`config.mk`:
```
export PLATFORM = sky130hd
export DESIGN_NAME = boe_core
export DESIGN_NICKNAME = d
export VERILOG_FILES = /design/src/common/boe_pkg.sv /design/src/common/boe_alu_if.sv /design/src/hw/boe_core.sv /design/src/hw/boe_alu.sv
export SDC_FILE = /design/constraint.sdc
export NUM_CORES = 1
export LEC_CHECK = 0
export BUFFER_PORTS_ARGS = -buffer_cell sky130_fd_sc_hd__clkbuf_2
export CAP_MARGIN = 20
export CORE_MARGIN = 4
export CORE_UTILIZATION = 50
export CTS_BUF_LIST = sky130_fd_sc_hd__clkbuf_2
export CTS_CLUSTER_SIZE = 20
export DETAILED_ROUTE_END_ITERATION = 8
export PLACE_DENSITY_LB_ADDON = 0.2
export SLEW_MARGIN = 20
export SYNTH_ARGS = -nofsm -noshare
export SYNTH_HDL_FRONTEND = slang
export SYNTH_SLANG_ARGS = --single-unit
```
`constraint.sdc`:
```
create_clock -name clock -period 6.7 [get_ports clock]
set_clock_uncertainty 0.2 [all_clocks]
set_input_delay 1.34 -clock clock [delete_from_list [all_inputs] [get_ports clock]]
set_output_delay 1.34 -clock clock [all_outputs]
set_load 0.01 [all_outputs]
```
`src/common/boe_pkg.sv`:
```
`default_nettype none
package boe_pkg;
	// Widths
	localparam int unsigned DATA_W  = 8;
	localparam int unsigned ADDR_W  = 12;
	localparam int unsigned PC_W    = 16;
	localparam int unsigned WORD_W  = 16;
	localparam int unsigned RADDR_W = 3;

	// Opcode prefixes in word bits 15:12; BRZ_SUB matches bits 11:8, MUL_SUB bits 11:9, DADJ_WORD the whole word
	localparam logic [3:0] OP_MISC   = 4'h0;
	localparam logic [3:0] OP_LOGIC  = 4'h1;
	localparam logic [3:0] OP_ADD    = 4'h2;
	localparam logic [3:0] OP_ROT    = 4'h3;
	localparam logic [3:0] OP_ROTN   = 4'h4;
	localparam logic [3:0] OP_SUB    = 4'h5;
	localparam logic [3:0] OP_CMP    = 4'h6;
	localparam logic [3:0] OP_MOVE1  = 4'hc;
	localparam logic [3:0] OP_BRANCH = 4'he;
	localparam logic [3:0] BRZ_SUB   = 4'h0;
	localparam logic [2:0] MUL_SUB   = 3'h1;
	localparam logic [15:0] DADJ_WORD = 16'h0007;

	// Status bit positions; flag masks use the same order
	localparam int unsigned ST_C  = 0;
	localparam int unsigned ST_HC = 1;
	localparam int unsigned ST_Z  = 2;
	localparam int unsigned ST_SV = 3;
	localparam int unsigned ST_N  = 4;
	localparam logic [4:0] FL_NONE = 5'h00;
	localparam logic [4:0] FL_C    = 5'h01;
	localparam logic [4:0] FL_ZN   = 5'h14;
	localparam logic [4:0] FL_CZN  = 5'h15;
	localparam logic [4:0] FL_ALL  = 5'h1f;

	// Address map, program counter step and reset, decimal adjust nibble limit and fix
	localparam logic [7:0]  ACC_SPLIT   = 8'h60;
	localparam logic [3:0]  ACC_LO_BANK = 4'h0;
	localparam logic [3:0]  ACC_HI_BANK = 4'hf;
	localparam logic [11:0] PORT_LO     = 12'hf80;
	localparam logic [11:0] PORT_HI     = 12'hf84;
	localparam logic [11:0] TIMER_ADDR  = 12'hfd6;
	localparam logic [15:0] PC_STEP     = 16'h0002;
	localparam logic [15:0] PC_RESET    = 16'h0000;
	localparam logic [3:0]  NIB_MAX     = 4'h9;
	localparam logic [3:0]  BCD_FIX     = 4'h6;

	// Register port map
	localparam logic [2:0] RA_ACC     = 3'h0;
	localparam logic [2:0] RA_STATUS  = 3'h1;
	localparam logic [2:0] RA_BANK    = 3'h2;
	localparam logic [2:0] RA_PROD_LO = 3'h3;
	localparam logic [2:0] RA_PROD_HI = 3'h4;

	typedef enum logic [4:0] {
		ALU_PASS = 5'b00000, ALU_ADD = 5'b00001, ALU_ADDC = 5'b00010, ALU_AND = 5'b00011,
		ALU_OR = 5'b00100, ALU_XOR = 5'b00101, ALU_COM = 5'b00110, ALU_RLC = 5'b00111,
		ALU_RRC = 5'b01000, ALU_RL = 5'b01001, ALU_RR = 5'b01010, ALU_SUBF = 5'b01011,
		ALU_SUBFB = 5'b01100, ALU_SUBWB = 5'b01101, ALU_INC = 5'b01110, ALU_DEC = 5'b01111,
		ALU_DADJ = 5'b10000
	} boe_op_t;

	typedef enum logic [1:0] {
		ST_EXEC = 2'b00, ST_SKIP = 2'b01, ST_STALL = 2'b10, ST_MOVE2 = 2'b11
	} boe_state_t;

	typedef enum logic [2:0] {
		SK_NONE = 3'b000, SK_ZERO = 3'b001, SK_NZ = 3'b010,
		SK_EQ = 3'b011, SK_GT = 3'b100, SK_LT = 3'b101
	} boe_skip_t;
endpackage : boe_pkg
`default_nettype wire

```
`src/common/boe_alu_if.sv`:
```
`timescale 1ns/10ps
`default_nettype none
interface boe_alu_if;
	import boe_pkg::*;
	boe_op_t     op;
	logic [7:0]  acc;
	logic [7:0]  file_val;
	logic        c_in;
	logic        hc_in;
	logic [7:0]  result;
	logic [4:0]  flags;
	logic [15:0] product;
	modport core (output op, acc, file_val, c_in, hc_in, input result, flags, product);
	modport alu  (input op, acc, file_val, c_in, hc_in, output result, flags, product);
endinterface : boe_alu_if
`default_nettype wire

```
`src/hw/boe_core.sv`:
```
`timescale 1ns/10ps
`default_nettype none
module boe_core (
	// Clock and reset
	input  wire logic                         clock,
	input  wire logic                         rst_n,
	// Program memory
	output logic      [boe_pkg::PC_W-1:0]     prog_addr,
	input  wire logic [boe_pkg::WORD_W-1:0]   prog_word,
	// Data file
	output logic      [boe_pkg::ADDR_W-1:0]   file_raddr,
	input  wire logic [boe_pkg::DATA_W-1:0]   file_rdata,
	input  wire logic [boe_pkg::DATA_W-1:0]   pin_rdata,
	output logic                              file_we,
	output logic      [boe_pkg::ADDR_W-1:0]   file_waddr,
	output logic      [boe_pkg::DATA_W-1:0]   file_wdata,
	// Timer prescaler
	input  wire logic                         presc_assigned,
	output logic                              presc_clear,
	// Register port
	input  wire logic [boe_pkg::RADDR_W-1:0]  reg_addr,
	input  wire logic [boe_pkg::DATA_W-1:0]   reg_wdata,
	input  wire logic                         reg_wr,
	input  wire logic                         reg_rd,
	output logic      [boe_pkg::DATA_W-1:0]   reg_rdata
);
	import boe_pkg::*;

	boe_alu_if alu_bus ();

	boe_alu u_alu (
		.bus (alu_bus.alu)
	);

	boe_state_t  state_r;
	logic [15:0] pc_r;
	logic [7:0]  acc_r;
	logic [4:0]  status_r;
	logic [3:0]  bank_r;
	logic [15:0] prod_r;
	logic [7:0]  move_data_r;
	logic        wb_we_r;
	logic [11:0] wb_addr_r;
	logic [7:0]  wb_data_r;
	logic        presc_clear_r;
	logic [7:0]  reg_rdata_r;

	logic [3:0]  opc;
	logic [1:0]  sub;
	logic        dbit;
	logic        abit;
	logic [7:0]  fld;
	boe_op_t     op;
	logic        wr_en;
	logic [4:0]  fl_mask;
	boe_skip_t   skip_kind;
	logic        is_mul;
	logic        is_move1;
	logic        is_brz;
	logic        execute;
	logic [11:0] eff_addr;
	logic        is_port;
	logic        rmw;
	logic [7:0]  operand;
	logic        skip_true;
	logic        brz_taken;
	logic [15:0] brz_target;
	logic        file_wr_now;
	logic        acc_wr_now;

	assign opc  = prog_word[15:12];
	assign sub  = prog_word[11:10];
	assign dbit = prog_word[9];
	assign abit = prog_word[8];
	assign fld  = prog_word[7:0];

	always_comb begin
		op        = ALU_PASS;
		wr_en     = 1'b0;
		fl_mask   = FL_NONE;
		skip_kind = SK_NONE;
		is_mul    = 1'b0;
		is_move1  = 1'b0;
		is_brz    = 1'b0;
		case (opc)
			OP_MISC: begin
				if (prog_word == DADJ_WORD) begin
					op      = ALU_DADJ;
					wr_en   = 1'b1;
					fl_mask = FL_C;
				end else if (prog_word[11:9] == MUL_SUB) begin
					is_mul = 1'b1;
				end else if (sub == 2'b01) begin
					op      = ALU_DEC;
					wr_en   = 1'b1;
					fl_mask = FL_ALL;
				end
			end
			OP_LOGIC: begin
				wr_en   = 1'b1;
				fl_mask = FL_ZN;
				case (sub)
					2'b00:   op = ALU_OR;
					2'b01:   op = ALU_AND;
					2'b10:   op = ALU_XOR;
					default: op = ALU_COM;
				endcase
			end
			OP_ADD: begin
				wr_en   = 1'b1;
				fl_mask = FL_ALL;
				case (sub)
					2'b00:   op = ALU_ADDC;
					2'b01:   op = ALU_ADD;
					2'b10:   op = ALU_INC;
					default: begin
						op        = ALU_DEC;
						fl_mask   = FL_NONE;
						skip_kind = SK_ZERO;
					end
				endcase
			end
			OP_ROT: begin
				case (sub)
					2'b00: begin
						op      = ALU_RRC;
						wr_en   = 1'b1;
						fl_mask = FL_CZN;
					end
					2'b01: begin
						op      = ALU_RLC;
						wr_en   = 1'b1;
						fl_mask = FL_CZN;
					end
					2'b11: begin
						op        = ALU_INC;
						wr_en     = 1'b1;
						skip_kind = SK_ZERO;
					end
					default: wr_en = 1'b0;
				endcase
			end
			OP_ROTN: begin
				wr_en = 1'b1;
				case (sub)
					2'b00: begin
						op      = ALU_RR;
						fl_mask = FL_ZN;
					end
					2'b01: begin
						op      = ALU_RL;
						fl_mask = FL_ZN;
					end
					2'b10: begin
						op        = ALU_INC;
						skip_kind = SK_NZ;
					end
					default: begin
						op        = ALU_DEC;
						skip_kind = SK_NZ;
					end
				endcase
			end
			OP_SUB: begin
				wr_en   = 1'b1;
				fl_mask = FL_ALL;
				case (sub)
					2'b11:   op = ALU_SUBF;
					2'b10:   op = ALU_SUBFB;
					2'b01:   op = ALU_SUBWB;
					default: fl_mask = FL_ZN;
				endcase
			end
			OP_CMP: begin
				case (prog_word[11:9])
					3'b000:  skip_kind = SK_LT;
					3'b001:  skip_kind = SK_EQ;
					3'b010:  skip_kind = SK_GT;
					default: skip_kind = SK_NONE;
				endcase
			end
			OP_MOVE1:  is_move1 = 1'b1;
			OP_BRANCH: is_brz = (prog_word[11:8] == BRZ_SUB);
			// A stray destination word lands here and does nothing
			default:   wr_en = 1'b0;
		endcase
	end

	// Access-bank addresses from ACC_SPLIT up reach the special registers without touching bank select
	always_comb begin
		if (abit)
			eff_addr = {bank_r, fld};
		else if (fld < ACC_SPLIT)
			eff_addr = {ACC_LO_BANK, fld};
		else
			eff_addr = {ACC_HI_BANK, fld};
	end

	assign execute    = (state_r == ST_EXEC);
	assign file_raddr = is_move1 ? prog_word[11:0] : eff_addr;
	assign is_port    = (file_raddr >= PORT_LO) && (file_raddr <= PORT_HI);
	assign rmw        = wr_en && dbit && !is_move1;

	// Pins win on a port rewrite; otherwise forward the pending write so no stale byte is read
	always_comb begin
		if (rmw && is_port)
			operand = pin_rdata;
		else if (wb_we_r && (wb_addr_r == file_raddr))
			operand = wb_data_r;
		else
			operand = file_rdata;
	end

	assign alu_bus.op       = op;
	assign alu_bus.acc      = acc_r;
	assign alu_bus.file_val = operand;
	assign alu_bus.c_in     = status_r[ST_C];
	assign alu_bus.hc_in    = status_r[ST_HC];

	always_comb begin
		case (skip_kind)
			SK_ZERO: skip_true = (alu_bus.result == 8'h00);
			SK_NZ:   skip_true = (alu_bus.result != 8'h00);
			SK_EQ:   skip_true = (operand == acc_r);
			SK_GT:   skip_true = (operand > acc_r);
			SK_LT:   skip_true = (operand < acc_r);
			default: skip_true = 1'b0;
		endcase
	end

	assign brz_taken   = is_brz && status_r[ST_Z];
	assign brz_target  = pc_r + PC_STEP + {{7{fld[7]}}, fld, 1'b0};
	assign file_wr_now = execute && wr_en && dbit;
	assign acc_wr_now  = execute && wr_en && !dbit;

	// Sequencer and program counter
	always_ff @(posedge clock or negedge rst_n) begin
		if (!rst_n) begin
			state_r <= ST_EXEC;
			pc_r    <= PC_RESET;
		end else begin
			case (state_r)
				ST_EXEC: begin
					if (is_move1) begin
						state_r <= ST_MOVE2;
						pc_r    <= pc_r + PC_STEP;
					end else if (brz_taken) begin
						state_r <= ST_STALL;
						pc_r    <= brz_target;
					end else if (skip_true) begin
						state_r <= ST_SKIP;
						pc_r    <= pc_r + PC_STEP;
					end else begin
						pc_r    <= pc_r + PC_STEP;
					end
				end
				ST_SKIP: begin
					state_r <= ST_EXEC;
					pc_r    <= pc_r + PC_STEP;
				end
				ST_MOVE2: begin
					state_r <= ST_EXEC;
					pc_r    <= pc_r + PC_STEP;
				end
				default: state_r <= ST_EXEC;
			endcase
		end
	end

	// Software writes win over the core in the same cycle
	always_ff @(posedge clock or negedge rst_n) begin
		if (!rst_n)
			acc_r <= 8'h00;
		else if (reg_wr && (reg_addr == RA_ACC))
			acc_r <= reg_wdata;
		else if (acc_wr_now)
			acc_r <= alu_bus.result;
	end

	always_ff @(posedge clock or negedge rst_n) begin
		if (!rst_n)
			status_r <= 5'h00;
		else if (reg_wr && (reg_addr == RA_STATUS))
			status_r <= reg_wdata[4:0];
		else if (execute)
			status_r <= (status_r & ~fl_mask) | (alu_bus.flags & fl_mask);
	end

	always_ff @(posedge clock or negedge rst_n) begin
		if (!rst_n)
			bank_r <= 4'h0;
		else if (reg_wr && (reg_addr == RA_BANK))
			bank_r <= reg_wdata[3:0];
	end

	always_ff @(posedge clock or negedge rst_n) begin
		if (!rst_n)
			prod_r <= 16'h0000;
		else if (execute && is_mul)
			prod_r <= alu_bus.product;
	end

	always_ff @(posedge clock or negedge rst_n) begin
		if (!rst_n)
			move_data_r <= 8'h00;
		else if (execute && is_move1)
			move_data_r <= operand;
	end

	// File writes are registered one cycle; the forward path above hides the delay
	always_ff @(posedge clock or negedge rst_n) begin
		if (!rst_n) begin
			wb_we_r   <= 1'b0;
			wb_addr_r <= 12'h000;
			wb_data_r <= 8'h00;
		end else if (state_r == ST_MOVE2) begin
			wb_we_r   <= 1'b1;
			wb_addr_r <= prog_word[11:0];
			wb_data_r <= move_data_r;
		end else begin
			wb_we_r   <= file_wr_now;
			wb_addr_r <= file_raddr;
			wb_data_r <= alu_bus.result;
		end
	end

	always_ff @(posedge clock or negedge rst_n) begin
		if (!rst_n)
			presc_clear_r <= 1'b0;
		else
			presc_clear_r <= presc_assigned && ((file_wr_now && (file_raddr == TIMER_ADDR)) ||
				((state_r == ST_MOVE2) && (prog_word[11:0] == TIMER_ADDR)));
	end

	always_ff @(posedge clock or negedge rst_n) begin
		if (!rst_n)
			reg_rdata_r <= 8'h00;
		else if (reg_rd) begin
			case (reg_addr)
				RA_ACC:    reg_rdata_r <= acc_r;
				RA_STATUS: reg_rdata_r <= {3'h0, status_r};
				RA_BANK:   reg_rdata_r <= {4'h0, bank_r};
				RA_PROD_LO: reg_rdata_r <= prod_r[7:0];
				RA_PROD_HI: reg_rdata_r <= prod_r[15:8];
				default:   reg_rdata_r <= 8'h00;
			endcase
		end else
			reg_rdata_r <= 8'h00;
	end

	assign prog_addr   = pc_r;
	assign file_we     = wb_we_r;
	assign file_waddr  = wb_addr_r;
	assign file_wdata  = wb_data_r;
	assign presc_clear = presc_clear_r;
	assign reg_rdata   = reg_rdata_r;
endmodule : boe_core
`default_nettype wire

```
`src/hw/boe_alu.sv`:
```
`timescale 1ns/10ps
`default_nettype none
module boe_alu (
	// Operands and results
	boe_alu_if.alu bus
);
	import boe_pkg::*;

	logic [7:0] x;
	logic [7:0] y;
	logic       cin;
	logic [8:0] sum;
	logic [4:0] lo;
	logic       lo_fix;
	logic       hi_fix;
	logic [8:0] bcd;
	logic [4:0] bcd_hi;
	logic [7:0] res;
	logic       c;

	// Every add and subtract shares one adder; subtraction adds the inverse
	always_comb begin
		x   = bus.file_val;
		y   = bus.acc;
		cin = 1'b0;
		case (bus.op)
			ALU_ADDC:  cin = bus.c_in;
			ALU_SUBF: begin
				y   = ~bus.acc;
				cin = 1'b1;
			end
			ALU_SUBFB: begin
				y   = ~bus.acc;
				cin = bus.c_in;
			end
			ALU_SUBWB: begin
				x   = bus.acc;
				y   = ~bus.file_val;
				cin = bus.c_in;
			end
			ALU_INC: begin
				y   = 8'h00;
				cin = 1'b1;
			end
			ALU_DEC:   y = 8'hff;
			default:   cin = 1'b0;
		endcase
		sum = {1'b0, x} + {1'b0, y} + {8'h00, cin};
		lo  = {1'b0, x[3:0]} + {1'b0, y[3:0]} + {4'h0, cin};
	end

	// Low nibble fixed first so its carry reaches the high nibble test
	always_comb begin
		lo_fix = (bus.acc[3:0] > NIB_MAX) | bus.hc_in;
		bcd    = {1'b0, bus.acc} + {5'h00, (lo_fix ? BCD_FIX : 4'h0)};
		hi_fix = (bcd[7:4] > NIB_MAX) | bus.c_in | bcd[8];
		bcd_hi = {1'b0, bcd[7:4]} + {1'b0, (hi_fix ? BCD_FIX : 4'h0)};
	end

	always_comb begin
		res = sum[7:0];
		c   = sum[8];
		case (bus.op)
			ALU_AND:  res = bus.acc & bus.file_val;
			ALU_OR:   res = bus.acc | bus.file_val;
			ALU_XOR:  res = bus.acc ^ bus.file_val;
			ALU_COM:  res = ~bus.file_val;
			ALU_RLC: begin
				res = {bus.file_val[6:0], bus.c_in};
				c   = bus.file_val[7];
			end
			ALU_RRC: begin
				res = {bus.c_in, bus.file_val[7:1]};
				c   = bus.file_val[0];
			end
			ALU_RL:   res = {bus.file_val[6:0], bus.file_val[7]};
			ALU_RR:   res = {bus.file_val[0], bus.file_val[7:1]};
			ALU_PASS: res = bus.file_val;
			ALU_DADJ: begin
				res = {bcd_hi[3:0], bcd[3:0]};
				c   = bus.c_in | bcd[8] | bcd_hi[4];
			end
			default:  res = sum[7:0];
		endcase
	end

	assign bus.result        = res;
	assign bus.flags[ST_C]   = c;
	assign bus.flags[ST_HC]  = lo[4];
	assign bus.flags[ST_Z]   = (res == 8'h00);
	assign bus.flags[ST_SV]  = (x[7] == y[7]) && (sum[7] != x[7]);
	assign bus.flags[ST_N]   = res[7];
	assign bus.product       = {8'h00, bus.acc} * {8'h00, bus.file_val};
endmodule : boe_alu
`default_nettype wire

```
## Word level (Yosys, flattened, before mapping)

Index checks and enable logic that the tools add are counted.

- Order comparisons: 7
- Reductions and logical operators: 42
- Bitwise gates (word level): 14
- Mux-type cells: 61
- Add/sub/neg operators: 8
- Equality and inequality tests: 47
- Multiply operators: 1

Operators with widths:

| cell | number |
|---|---|
| one-hot mux 8 bit (10 select lines) | 1 |
| one-hot mux 5 bit (6 select lines) | 2 |
| 2-to-1 mux 8 bit | 7 |
| 2-to-1 mux 12 bit | 4 |
| 2-to-1 mux 5 bit | 9 |
| == test 5 x 4 -> 1 bit (second input constant) | 8 |
| one-hot mux 8 bit (5 select lines) | 1 |
| one-hot mux 4 bit (3 select lines) | 3 |
| 2-to-1 mux 16 bit | 2 |
| one-hot mux 16 bit (2 select lines) | 1 |
| one-hot mux 8 bit (4 select lines) | 1 |
| one-hot mux 3 bit (3 select lines) | 3 |
| == test 12 bit (second input constant) | 2 |
| == test 5 x 3 -> 1 bit (second input constant) | 4 |
| logical AND 1 bit | 18 |
| adder 16 bit | 1 |
| adder 16 x 2 -> 16 bit (second input constant) | 1 |
| == test 16 x 3 -> 1 bit (second input constant) | 1 |
| multiplier 8 x 8 -> 16 bit | 1 |
| NOT 8 bit | 2 |
| == test 3 x 2 -> 1 bit (second input constant) | 5 |
| == test 12 bit | 1 |
| == test 4 x 3 -> 1 bit (second input constant) | 3 |
| >= comparator 12 bit (second input constant) | 1 |
| other kinds (50) | 98 |

- Input bits: 48
- Register bits after elaboration: 89
- Output and inout bits: 58

## Depth between registers and ports, before layout

- Depth after elaboration: 20
- Mapped depth: 35
- Gate-level depth less buffers: 31

## Hierarchy

A second synthesis with hierarchy kept.

- Cells, all modules: 1214
- Area total of the unflattened synthesis: 10188.5 µm²

Modules (own cells, without submodules):

| module | area each (µm²) | cells each | times used |
|---|---|---|---|
| boe_core | 6145.9 | 665 | 1 |
| boe_alu | 4042.6 | 549 | 1 |

## Worst setup path before layout

Ideal clock, no wire load.

- Path kind: in2reg
- From: in prog_word[10] (netlist bit)
- To: reg prod_r[15]
- Cell stages on the path: 30
- Path buffers: 4
- Library setup time: 125 ps
- Setup slack: -1251 ps
- Required time: 6375 ps
- Arrival time: 7627 ps
- Path through: inv_1 -> ha_1 -> nor3b_2 -> and4_1 -> buf_2 -> o21bai_2 -> or2_1 -> buf_4 -> buf_2 -> buf_1 -> a21oi_1 -> nand2_1 -> fa_1 -> fa_1 -> inv_1 -> fa_1 -> inv_1 -> fa_1 -> inv_1 -> ha_1 -> a21boi_0 -> o21ai_0 -> a21boi_0 -> o21ai_0 -> nand2b_1 -> a21o_1 -> a21oi_1 -> o21ai_0 -> xnor2_1 -> mux2_2

- Longest elaborated chain between the ends: 10

Ends and longest elaborated chain:

| what | line | RTL |
|---|---|---|
| start, declared | boe_core.sv:9 | `input wire logic [boe_pkg::WORD_W-1:0] prog_word,` |
| == test 2 x 1 -> 1 bit | boe_core.sv:93, boe_core.sv:124 |  |
| 2-to-1 mux 1 bit | boe_core.sv:93 | `end else if (sub == 2'b01) begin` |
| 2-to-1 mux 1 bit | boe_core.sv:91 | `end else if (prog_word[11:9] == MUL_SUB) begin` |
| 2-to-1 mux 1 bit | boe_core.sv:87 | `if (prog_word == DADJ_WORD) begin` |
| one-hot mux 1 bit (3 select lines) | boe_core.sv:85 | `case (opc)` |
| logical AND 1 bit (2 in a row) | boe_core.sv:202 | `assign rmw = wr_en && dbit && !is_move1;` |
| logical AND 1 bit | boe_core.sv:206 | `if (rmw && is_port)` |
| 2-to-1 mux 8 bit * | boe_core.sv:206 |  |
| via alu_bus.file_val[6] | boe_alu_if.sv:7 | `logic [7:0] file_val;` |
| multiplier 8 x 8 -> 16 bit * | boe_alu.sv:93 | `assign bus.product = {8'h00, bus.acc} * {8'h00, bus.file_val};` |
| end signal, assigned | boe_core.sv:300 | `prod_r <= alu_bus.product;` |
| end, declared | boe_core.sv:40 | `logic [15:0] prod_r;` |

Mark *: on every way through the listed nets, which the timed path passes. The rest lies on a longest branch.
A chain may end at the register's enable or synchronous reset.

## Final worst setup path

- From: in prog_word[14] (netlist bit)
- To: reg prod_r[15]

- Longest elaborated chain between the ends: 8

Ends and longest elaborated chain:

| what | line | RTL |
|---|---|---|
| == test 4 bit (tied with other cells) | boe_core.sv:85 |  |
| 2-to-1 mux 1 bit (tied with other cells) | boe_core.sv:85 |  |
| 2-to-1 mux 12 bit or one-hot mux 1 bit (3 select lines) (tied branches) | boe_core.sv:200, boe_core.sv:85 |  |
| >= comparator 12 bit (tied with other cells) | boe_core.sv:201 | `assign is_port = (file_raddr >= PORT_LO) && (file_raddr <= PORT_HI);` |
| logical AND 1 bit (on tied branches) | boe_core.sv:201, boe_core.sv:202, boe_core.sv:208 |  |
| logical AND 1 bit or 2-to-1 mux 8 bit (tied branches) | boe_core.sv:206, boe_core.sv:208 |  |
| 2-to-1 mux 8 bit * | boe_core.sv:206 |  |
| via alu_bus.file_val[3] | boe_alu_if.sv:7 |  |
| multiplier 8 x 8 -> 16 bit * | boe_alu.sv:93 |  |

Marked as above.

==> results_dict.tcl <==
set metrics [dict create \
    status "complete, but fails checks" \
    violations "setup timing" \
    rsz0062_at_grt "yes" \
    place_hpwl_um 29280 \
    worst_path_largest_cell_delay_ns 0.51 \
    placedInstanceArea_um2 12470 \
    p_leak_uw 0.006215 \
    timing.slew.headroom_pct 29.87 \
    initial_core_util_pct 50.66 \
    dieArea_um2 22790 \
    antenna_found_initial 1 \
    grt_overflow 0 \
    power_uw 4365 \
    wl_um 37340 \
    path_clk_slew_ns 0.30 \
    cts.sinks 88 \
    wl_per_cell_um 20.46 \
    crit_slowest_cell "fa_1" \
    cts_root_buffer "clkbuf_2" \
    die_w_um 151.0 \
    final.min_clock_period_ns 6.744 \
    h-tree-depth 3 \
    clock_path_buffers 2 \
    final_nets 1730 \
    syn-cell-area_um2 10220 \
    grt_pass1_wl_um 57770 \
    synth_ff_type "dfrtp_1" \
    final_area_um2 13340 \
    viasPerCell 5.998 \
    postCtsHoldBufs 0 \
    ys_warn_count 0 \
    synth_top_cell_by_area "dfrtp_1" \
    drt_pass1_iterations 7 \
    final_cell_mix "buf_4 (225), nand2_1 (135), clkbuf_2 (106)" \
    peakVddDrop_uv 754.3 \
    period_share_pct 100.7 \
    syn_area_per_cell_um2 8.090 \
    slew_violations 0 \
    drtIter0Drc 1019 \
    regToRegSetupSlack_ns 0.42 \
    drive_above_1_share_pct 31.60 \
    cp_max_fo 8 \
    finalSetupTns_ns -0.04433 \
    final_hold_viol_count 0 \
    gp_congestion 0.9893 \
    crit_arrival_ns 7.08 \
    power_per_cell_area_nw_per_um2 327.3 \
    ant_nets 0 \
    layout_commonest_cell "buf_4" \
    async_reset_ff_share_pct 100.0 \
    ys_seq_elements 88 \
    path_class "in -> reg" \
    grt_start_max_net_pins 58 \
    ys_top_cells_by_area "dfrtp_1 (22%), ha_1 (11%), fa_1 (7.8%)" \
    cts_buffers 9 \
    syn_to_final_growth_pct 30.52 \
    core.rowCount 52 \
    synth_edf_count 0 \
    ioPinCount 106 \
    vias 10947 \
    ys_types 95 \
    hold_path.class "reg -> reg" \
    synth_top_area_share_pct 21.55 \
    insertion_delay_ns 0.60 \
    syn_nets 1444 \
    startpoint_type "input port" \
    crit_path_end_kind "register" \
    drcViolationCount 0 \
    cts_tree "done" \
    synth-seq-area-share_pct 21.55 \
    max-cap-violations 0 \
    die_h_um 151.0 \
    grt_pass1_vias 10464 \
    fin_ws_ns -0.04433 \
    finalSetupViolations 1 \
    fmax_ghz 0.1483 \
    syn_inst 1263 \
    port_buffers 104 \
    required_ns 7.04 \
    pre_cts_slack_ns -0.9738 \
    core_area_um2 20170 \
    worst-slew-pin-transition_ns 1.049 \
    track_usage_pct 32.41 \
]
## stage by stage
stage                     hold slack, ns  std cells  util, %
final                             0.2937       1825    66.12
after CTS                         0.2984       1799    63.78
after floorplan                   0.2460       1263        -
after global routing              0.3405       1825    66.12
after global placement            0.2606       1774    61.81
after detailed placement          0.2613       1774    61.81
## worst paths after layout
kind,startpoint,end,cells past startpoint
worst min register to register,prog_addr[15],prog_addr[15],1
worst max-delay path,prog_word[14],prod_r[15],33
worst max register to register,file_waddr[2],prod_r[15],31
min in group asynchronous,rst_n,prog_addr[13],1
max in group asynchronous,rst_n,async pin,2
worst min-delay path,prog_addr[15],prog_addr[15],1
## cells by family (layout without fill, tap and decap cells)
kind of cell / Yosys count / after routing / share of synthesized area (%)
AOI/OAI and AO/OA: 353 / 353 / 23.22
xor gates and xnor gates: 62 / 62 / 5.315
muxes: 30 / 30 / 3.074
DFF: 88 / 88 / 21.55
and+or+nand+nor: 422 / 422 / 20.40
adders and majority gates: 133 / 133 / 19.23
buffers and inverters: 174 / 465 / 7.176
other: 1 / 2 / 0.03670
## sequential cells by signal, indices dropped and copies added (netlist names), named ones only
register	cells
acc_r	8
file_waddr	12
presc_clear	1
move_data_r	8
prod_r	16
file_wdata	8
bank_r	4
prog_addr	15
state_r	2
reg_rdata	8
file_we	1
## metal layers
metal,vias up,global-route usage [%],part of all wire (%)
li1,5080,-,-
met1,5244,45.28,43
met2,510,50.77,45
met3,113,4.339,7.7
met4,0,13.42,4.5
met5,-,0,0
## final cells by class
cell class                 instances  area, um^2
multi-input combinational       1001        7806
fill                            1755        6834
timing repair buffer             342        2425
sequential                        88        2202
inverter                         107       412.9
tap                              270       337.8
clock inverter                     7       103.9
clock buffer                       9       45.04
antenna                            1       2.502
## worst max-delay path: cells and delay by family
family | cells | cell delay (ns)
XOR/XNOR | 1 | 0.12
AND/OR/NAND/NOR | 6 | 0.65
adder cells (fa/ha/maj) | 5 | 2.19
AO/OA/AOI/OAI | 10 | 1.46
buffers and inverters | 10 | 1.04
multiplexers | 1 | 0.26
## what timing repair did
action / in CTS / in global routing
resized for setup: 40 / 75
pin swaps: 22 / 56
setup buffers: 9 / 25
endpoints found under the setup margin: 7 / 9
## Yosys cell counts, drive strengths merged (13+ instances only)
master / n
a211oi: 16
fa: 40
o21ai: 107
a221oi: 16
mux2i: 19
dfrtp: 88
a21o: 14
ha: 93
nand4: 16
clkbuf: 35
nand2: 144
nor2: 99
nand3: 30
nor3: 28
inv: 102
xor2: 25
xnor2: 37
o211ai: 13
a21oi: 62
and3: 19
nor2b: 13
a22oi: 13
buf: 32
## power by group
group	total [uW]	switching, uW	internal [uW]
Clock	354	224	130
Sequential	813	164	650
Combinational	3200	1660	1530
Total	4360	2050	2310
No activity file was read; power rests on OpenSTA's default activity.
